$ cat src/design/bblcr_pkg.sv
// Package for the converter and linear-regulator configuration registers
`default_nettype none
package bblcr_pkg;
    // Register offsets
    localparam logic [7:0] BBLCR_ADDR_WRITE_EN = 8'h01;
    localparam logic [7:0] BBLCR_ADDR_CONV_CFG = 8'h03;
    localparam logic [7:0] BBLCR_ADDR_LINREG = 8'h04;
    // Field positions
    localparam int BBLCR_BIT_WRITE_EN = 7;
    localparam int BBLCR_BIT_HOLD = 7;
    localparam int BBLCR_BIT_FIXED_PWM = 6;
    localparam int BBLCR_BIT_UV_BYPASS = 5;
    localparam int BBLCR_BIT_REF_EARLY = 5;
    localparam int BBLCR_LEVEL_MSB = 4;
    // Reset values
    localparam logic BBLCR_RST_HOLD = 1'h0;
    localparam logic BBLCR_RST_FIXED_PWM = 1'h0;
    localparam logic BBLCR_RST_UV_BYPASS = 1'h1;
    localparam logic [4:0] BBLCR_RST_CONV_LEVEL = 5'h13;
    localparam logic [4:0] BBLCR_RST_LINREG_LEVEL = 5'h12;
    localparam logic BBLCR_RST_REF_EARLY = 1'h0;
    localparam logic BBLCR_RST_WRITE_EN = 1'h0;
    // Highest converter level code in use
    localparam logic [4:0] BBLCR_CONV_LEVEL_MAX = 5'h1C;
endpackage : bblcr_pkg
`default_nettype wire

$ cat src/design/bblcr_regs.sv
// Converter and linear-regulator configuration register bank
`default_nettype none
module bblcr_regs
    import bblcr_pkg::*;
(
    // Clock and reset
    input wire logic core_clk,
    input wire logic nrst,
    // Register access port from the serial interface
    input wire logic reg_wr,
    input wire logic reg_rd,
    input wire logic [7:0] reg_addr,
    input wire logic [7:0] reg_wdata,
    output logic [7:0] reg_rdata,
    // Non-volatile preset load
    input wire logic preset_load,
    input wire logic [7:0] preset_conv_cfg,
    input wire logic [4:0] preset_linreg_level,
    // Analog status
    input wire logic conv_disable,
    input wire logic conv_out_below_in,
    input wire logic undervoltage_detect,
    // Analog controls
    output logic max_rail_switch,
    output logic converter_fixed_pwm,
    output logic converter_shutdown_uv,
    output logic undervoltage_int,
    output logic [4:0] converter_level_code,
    output logic [4:0] linreg_level_code,
    output logic reference_early_on
);

    ////////////////////////////////////////////////////////////////////////////
    // Storage
    logic write_en_reg;
    logic hold_reg;
    logic fixed_pwm_reg;
    logic uv_bypass_reg;
    logic [4:0] conv_level_reg;
    logic [4:0] linreg_level_reg;
    logic ref_early_reg;
    logic switch_reg;
    logic switch_next;
    logic [7:0] rdata_reg;
    logic [7:0] rdata_next;
    logic write_en_next;
    logic hold_next;
    logic fixed_pwm_next;
    logic uv_bypass_next;
    logic [4:0] conv_level_next;
    logic [4:0] linreg_level_next;
    logic ref_early_next;

    ////////////////////////////////////////////////////////////////////////////
    // Decode
    wire logic hit_we = reg_addr == BBLCR_ADDR_WRITE_EN;
    wire logic hit_conv = reg_addr == BBLCR_ADDR_CONV_CFG;
    wire logic hit_lin = reg_addr == BBLCR_ADDR_LINREG;
    wire logic wr_we = reg_wr && hit_we;
    // Locked bank refuses writes and reads except at the write-enable register
    wire logic wr_conv = reg_wr && hit_conv && write_en_reg;
    wire logic wr_lin = reg_wr && hit_lin && write_en_reg;
    // Reserved codes are stored as written; analog side must not be given them
    wire logic level_reserved = conv_level_reg > BBLCR_CONV_LEVEL_MAX;
    wire logic [7:0] conv_view = {hold_reg, fixed_pwm_reg, uv_bypass_reg, conv_level_reg};
    wire logic [7:0] lin_view = {2'h0, ref_early_reg, linreg_level_reg};

    always_comb begin
        rdata_next = rdata_reg;
        if (reg_rd) begin
            rdata_next = 8'h00;
            if (hit_we) begin
                rdata_next = {write_en_reg, 7'h00};
            end else if (hit_conv && write_en_reg) begin
                rdata_next = conv_view;
            end else if (hit_lin && write_en_reg) begin
                rdata_next = lin_view;
            end
        end
    end

    ////////////////////////////////////////////////////////////////////////////
    // Max-rail switch: held closed on disable only while hold set and output not below input
    always_comb begin
        switch_next = switch_reg;
        if (!conv_disable) begin
            switch_next = 1'h1;
        end else if (!hold_reg || conv_out_below_in) begin
            switch_next = 1'h0;
        end
    end

    ////////////////////////////////////////////////////////////////////////////
    // Next values; presets win over a host write in the same cycle
    assign write_en_next = wr_we ? reg_wdata[BBLCR_BIT_WRITE_EN] : write_en_reg;

    // Converter bits
    assign hold_next = preset_load ? preset_conv_cfg[BBLCR_BIT_HOLD] :
        wr_conv ? reg_wdata[BBLCR_BIT_HOLD] : hold_reg;

    assign fixed_pwm_next = preset_load ? preset_conv_cfg[BBLCR_BIT_FIXED_PWM] :
        wr_conv ? reg_wdata[BBLCR_BIT_FIXED_PWM] : fixed_pwm_reg;

    assign uv_bypass_next = preset_load ? preset_conv_cfg[BBLCR_BIT_UV_BYPASS] :
        wr_conv ? reg_wdata[BBLCR_BIT_UV_BYPASS] : uv_bypass_reg;

    // Level codes
    assign conv_level_next = preset_load ? preset_conv_cfg[BBLCR_LEVEL_MSB:0] :
        wr_conv ? reg_wdata[BBLCR_LEVEL_MSB:0] : conv_level_reg;

    assign linreg_level_next = preset_load ? preset_linreg_level :
        wr_lin ? reg_wdata[BBLCR_LEVEL_MSB:0] : linreg_level_reg;

    // Reference bit has no preset; only the host changes it
    assign ref_early_next = wr_lin ? reg_wdata[BBLCR_BIT_REF_EARLY] : ref_early_reg;

    ////////////////////////////////////////////////////////////////////////////
    // Registers
    // Lock bit
    always_ff @(posedge core_clk or negedge nrst) begin
        if (!nrst) begin
            write_en_reg <= BBLCR_RST_WRITE_EN;
        end else begin
            write_en_reg <= write_en_next;
        end
    end

    // Hold bit
    always_ff @(posedge core_clk or negedge nrst) begin
        if (!nrst) begin
            hold_reg <= BBLCR_RST_HOLD;
        end else begin
            hold_reg <= hold_next;
        end
    end

    // Forced PWM
    always_ff @(posedge core_clk or negedge nrst) begin
        if (!nrst) begin
            fixed_pwm_reg <= BBLCR_RST_FIXED_PWM;
        end else begin
            fixed_pwm_reg <= fixed_pwm_next;
        end
    end

    // Undervoltage bypass
    always_ff @(posedge core_clk or negedge nrst) begin
        if (!nrst) begin
            uv_bypass_reg <= BBLCR_RST_UV_BYPASS;
        end else begin
            uv_bypass_reg <= uv_bypass_next;
        end
    end

    // Converter level
    always_ff @(posedge core_clk or negedge nrst) begin
        if (!nrst) begin
            conv_level_reg <= BBLCR_RST_CONV_LEVEL;
        end else begin
            conv_level_reg <= conv_level_next;
        end
    end

    // Linear-regulator level
    always_ff @(posedge core_clk or negedge nrst) begin
        if (!nrst) begin
            linreg_level_reg <= BBLCR_RST_LINREG_LEVEL;
        end else begin
            linreg_level_reg <= linreg_level_next;
        end
    end

    // Early reference
    always_ff @(posedge core_clk or negedge nrst) begin
        if (!nrst) begin
            ref_early_reg <= BBLCR_RST_REF_EARLY;
        end else begin
            ref_early_reg <= ref_early_next;
        end
    end

    // Switch opens in reset; it closes on the first clock edge with conv_disable low
    always_ff @(posedge core_clk or negedge nrst) begin
        if (!nrst) begin
            switch_reg <= 1'h0;
        end else begin
            switch_reg <= switch_next;
        end
    end

    // Read data holds until the next read
    always_ff @(posedge core_clk or negedge nrst) begin
        if (!nrst) begin
            rdata_reg <= 8'h00;
        end else begin
            rdata_reg <= rdata_next;
        end
    end

    ////////////////////////////////////////////////////////////////////////////
    // Outputs
    assign reg_rdata = rdata_reg;
    assign max_rail_switch = switch_reg;
    assign converter_fixed_pwm = fixed_pwm_reg;
    assign converter_shutdown_uv = undervoltage_detect && !uv_bypass_reg;
    assign undervoltage_int = undervoltage_detect;
    // Reserved code falls back to the reset level
    assign converter_level_code = level_reserved ? BBLCR_RST_CONV_LEVEL : conv_level_reg;
    assign linreg_level_code = linreg_level_reg;
    assign reference_early_on = ref_early_reg;

endmodule : bblcr_regs
`default_nettype wire

$ cat config.mk
export PLATFORM = sky130hd
export DESIGN_NAME = bblcr_regs
export DESIGN_NICKNAME = d
export VERILOG_FILES = /design/src/design/bblcr_pkg.sv /design/src/design/bblcr_regs.sv
export SDC_FILE = /design/constraint.sdc
export NUM_CORES = 1
export LEC_CHECK = 0
export BUFFER_PORTS_ARGS = -buffer_cell sky130_fd_sc_hd__buf_2
export CORE_AREA = 8 8 72 74
export DETAILED_ROUTE_END_ITERATION = 6
export DIE_AREA = 0 0 80 82
export SYNTH_ARGS = -nofsm -noshare
export SYNTH_HDL_FRONTEND = slang
export SYNTH_SLANG_ARGS = --single-unit
export TNS_END_PERCENT = 100
$ cat constraint.sdc
create_clock -name core_clk -period 1.9 [get_ports core_clk]
set_input_delay 0.095 -clock core_clk [delete_from_list [all_inputs] [get_ports core_clk]]
set_output_delay 0.095 -clock core_clk [all_outputs]
set_load 0.1 [all_outputs]
# Word-level counts from Yosys, hierarchy flattened

Index checks and enable logic that the tools add are counted.

Bits in read-only memories: 0
Memories kept: 0
Flip-flop bits (word level): 24
Memory bits (writable): 0
Bits in latches: 0
Word-level logic and storage cells: 43

Eq/ne operators: 4
$lt $le $gt $ge: 1
Shift-type cells: 0
Reductions and logical operators: 13
Add/subtract/negate cells: 0
Div/mod/pow operators: 0
Multipliers: 0
Mux-type cells: 16
Bitwise operators: 0

Operators with widths:

| cell                                                  | count |
|---|---|
| two-way mux 5 bit                                     | 5 |
| two-way mux 8 bit                                     | 2 |
| equality test 8 x 1 -> 1 bit, second input constant   | 1 |
| equality test 8 x 2 -> 1 bit, second input constant   | 1 |
| equality test 8 x 3 -> 1 bit, second input constant   | 1 |
| logical AND 1 bit                                     | 8 |
| two-way mux 1 bit                                     | 8 |
| two-way mux 6 bit                                     | 1 |
| greater-than comparator 5 bit, second input constant  | 1 |
| nonzero test 2 bit                                    | 2 |
| logical NOT 1 bit                                     | 2 |
| inequality test 2 x 1 -> 1 bit, second input constant | 1 |
| logical OR 1 bit                                      | 1 |

# Logic depth before layout (Yosys ltp)

Depth in word-level cells: 5
Depth in mapped cells: 5

# Least setup slack after synthesis

OpenSTA, ideal clock, no wires.

Path type: reg2out
Start: register uv_bypass_reg
End: output port converter_shutdown_uv
Data arrival time: 1.685 ns
Slack: 0.120 ns
Buffers on the path: 0
Required time: 1.805 ns
Cell stages (with the launch flop): 2
Cell sequence: dfstp_2 > nor2b_1

Cells in the longest elaborated chain, start to end: 2

RTL lines:

| what                   | line              | RTL |
|---|---|---|
| from (decl)            | bblcr_regs.sv:38  | `logic uv_bypass_reg;` |
| from (signal assigned) | bblcr_regs.sv:151 | `uv_bypass_reg <= uv_bypass_next;` |
| logical NOT 1 bit      | bblcr_regs.sv:205 | `assign converter_shutdown_uv = undervoltage_detect && !uv_bypass_reg;` |
| logical AND 1 bit      | bblcr_regs.sv:205 |  |
| to (decl)              | bblcr_regs.sv:26  | `output logic converter_shutdown_uv,` |

No other way between the ends.

# Final worst setup path

Start: register conv_level_reg[0]
End: output port converter_level_code[0]

Cells in the longest elaborated chain, start to end: 2

RTL lines:

| what                          | line              | RTL |
|---|---|---|
| from (decl)                   | bblcr_regs.sv:39  | `logic [4:0] conv_level_reg;` |
| from (signal assigned)        | bblcr_regs.sv:160 | `conv_level_reg <= conv_level_next;` |
| greater-than comparator 5 bit | bblcr_regs.sv:64  | `wire logic level_reserved = conv_level_reg > BBLCR_CONV_LEVEL_MAX;` |
| two-way mux 5 bit *           | bblcr_regs.sv:208 | `assign converter_level_code = level_reserved ? BBLCR_RST_CONV_LEVEL : conv_level_reg;` |
| to (decl)                     | bblcr_regs.sv:28  | `output logic [4:0] converter_level_code,` |

Every way passes the cells marked *; elsewhere a longest branch is shown, timed or not.

==> summary.txt <==
Critical path
  • CP max stage delay: ~570 ps
  • Delay-heaviest family, CP: flip-flops
  • Reg-to-reg endpoint: reg_rdata[2]
  • Slowest library cell on the worst path: dfstp_2
  • Worst r2r src: write_en_reg
  • Startpoint Class: register
  • Cell count of the worst reg-to-reg path: 3
  • Reg2Reg Setup Slack: 470 ps
  • Worst-path cell chain: o2111ai_1 -> nand2_1 -> buf_2
  • Worst Path Required: 1800 ps
  • CP endpoint kind: primary output
  • Max FO, Critical Path: 4
  • Buffers and inverters on the worst path: 1
  • Setup CP Type: reg2out
  • Worst path arrival time: 1550 ps

Cells and area
  • Area grow syn2layout: 31.3%
  • Final std cells w/o fill: 256
  • Commonest non-fill, non-tap cell in the layout: buf_2
  • Register area: 608 um^2
  • Fill count: 442
  • Max reg flops: 8
  • Footprint of the multi-input gates: 703 um^2
  • Most frequent cells in the layout: buf_2, dfrtp_1, nor2b_1
  • Fin nets: 242
  • Diodes inserted: 0
  • Post-route design area: 1820 um^2
  • Ratio of cells with drive above 1 in the final layout: 39.7%

GRT
  • Total gr overflow: 0
  • First-pass GRT wire length: 6790 um
  • Gr usage total: between 10% and 20%
  • Initial antenna violation count: 0
  • Largest net degree at the start of global routing: 27
  • Vias in the first global route: ~1.4k

Detailed routing
  • DR WL/cell: approximately 17 um
  • Final ANT Viol Nets: 0
  • Via count: 1388
  • First-pass DRT Iterations: 4
  • Residual DRC: 0
  • Total Routed Length: 4270 um
  • DR vias/cell: 5.42
  • Initial DRC Count: 71

Clock tree
  • Clk sinks: 24
  • H-tree levels: 1
  • Clk Latency, worst-skew pair: 270 ps
  • CTS tree: yes
  • Root buf cell: clkbuf_8
  • Post-CTS sizing: 0
  • Clock buffer depth: 2
  • Clock Pin Slew Worst Setup and Hold Paths: 90 ps
  • CTS Buf Count: 3

Logic synthesis
  • Register bit count reported by yosys: 24
  • Syn Nets: approximately 180
  • Mean Syn Cell Area: 9.58 um^2
  • Post-synth cell types: 31
  • Syn. warnings: 0
  • Seq/Total Area, Yosys: 43.8%
  • Mapped Area: 1390 um^2
  • Post-Syn Instances: 145

Status
  • Outcome: complete, but fails checks
  • Failing checks: negative hold slack

Placed design
  • DP Area: 1760 um^2
  • I/O Buffers: 59
  • # placed instances: roughly 250
  • Pre-CTS setup slack: 400 ps
  • Final GP Congestion: 0.772
  • Detailed placer's ending HPWL: about 3300 um

STA
  • Final period utilization: approximately 87%
  • Worst Tran Pin Value: 603 ps
  • Hold violation total from the final report: 1
  • Relative slew slack: 59.7%
  • Final Slew Violations: 0
  • Hold slack: -2.62 ps
  • PnR worst setup slack: 255 ps
  • F_max: 608 MHz
  • Setup TNS: 0 ps
  • Unrepaired setup endpoints after global routing: false
  • Clk_skew: 3.24 ps
  • Final setup viols: 0
  • Post-route minimum period: between 1500 and 2000 ps

Floorplan
  • Num ports: 60
  • # rows: 24
  • Die Ht: between 80 and 90 um
  • Die Area: 6560 um^2
  • Core ar.: 4140 um^2
  • Die extent in x: 80 um
  • Initial Util: 33.5%

Run
  • # Max-Cap Violations: 0

Min path
  • Worst min path class: in2reg
  • Hold Path Sink: max_rail_switch
  • Hold depth: 2
  • Hold Path Origin: conv_disable

Power and ir drop
  • Static Leak: 0.819 nW
  • VDD IR-drop max: 0.212 mV
  • PwrDens: 737 nW/um^2
## report_power, final
group | switching (W) | total, W | internal [W]
clock network | 0.000171 | 0.000356 | 0.000185
logic | 0.000315 | 0.000412 | 0.0000975
registers | 0.0000270 | 0.000574 | 0.000547
## worst max path at each step
| stage | from | end | slack, ps | cells after the start |
|---|---|---|---|---|
| final | conv_level_reg[0] | converter_level_code[0] | 260 | 3 |
| after detailed placement | reg_addr[3] | converter_fixed_pwm | 400 | 5 |
| after floorplan | uv_bypass_reg | converter_shutdown_uv | 120 | 1 |
| after CTS | conv_level_reg[0] | converter_level_code[0] | 240 | 3 |
| after global routing | conv_level_reg[0] | converter_level_code[3] | 150 | 3 |
| after global placement | reg_addr[3] | reg_rdata[7] | 420 | 4 |
## Yosys cell counts
library cell  instances  area share (%)
o31ai_1              13             7.0
nand3b_1              2             1.1
nand2_1               4             1.1
or4_1                 1            0.54
or4b_1                1            0.72
buf_4                 1            0.54
nor4bb_1              1            0.72
nor3_1                1            0.36
a41oi_1              13             8.2
nor2b_1              14             6.3
nor4b_2               1             1.1
nand4b_1              1            0.63
and3b_1               2             1.3
dfstp_2               6              11
nor3b_1               2             1.1
clkbuf_1             10             2.7
mux2_2                2             1.6
o21ai_0               1            0.36
o2111ai_1             1            0.63
nand4_1               7             3.2
nand2b_1              7             3.2
o22ai_1               1            0.45
and2_1                2            0.90
buf_2                 1            0.36
a21oi_1              13             4.7
dfrtp_1              18              32
nor2_1                1            0.27
o211ai_1              7             3.8
nor4_1                1            0.45
or3b_2                1            0.63
inv_1                 9             2.4
## timing repair
action,CTS,global route
setup buffers,0,0
hold endpoints to repair,18,0
endpoints found under the setup margin,0,0
hold buffers,1,0
## per-layer routing
| layer | track usage [%] | wire length [um] |
|---|---|---|
| met1 | 15.2 | 1780 |
| met2 | 22.7 | 2150 |
| met3 | 2.84 | 281 |
| met4 | 4.36 | 56 |
| met5 | 0 | 0 |
## logic make-up (layout without fill, tap and decap cells)
family | Yosys count | count (layout) | synth area share (%)
flip-flops | 24 | 24 | 43.8
buffers and inverters | 21 | 80 | 6.04
AO/OA/AOI/OAI | 49 | 49 | 25.1
multiplexers | 2 | 2 | 1.62
AND/OR/NAND/NOR | 49 | 49 | 23.4
## cell type report
type | count | share of cell area, %
Multi-Input combinational cell | 100 | 38.6
Sequential cell | 24 | 33.4
Timing Repair Buffer | 67 | 19.6
Tap cell | 52 | 3.57
Clock buffer | 4 | 3.02
Inverter | 9 | 1.85
## per-stage QoR
stage | power [W] | utilization (%)
after floorplan | 0.000879 | -
after global placement | 0.000994 | 42.4
after detailed placement | 0.000997 | 42.4
after CTS | 0.00135 | 44.0
after global routing | 0.00139 | 44.0
final | 0.00134 | 44.0
(Power assumes the default switching activity.)
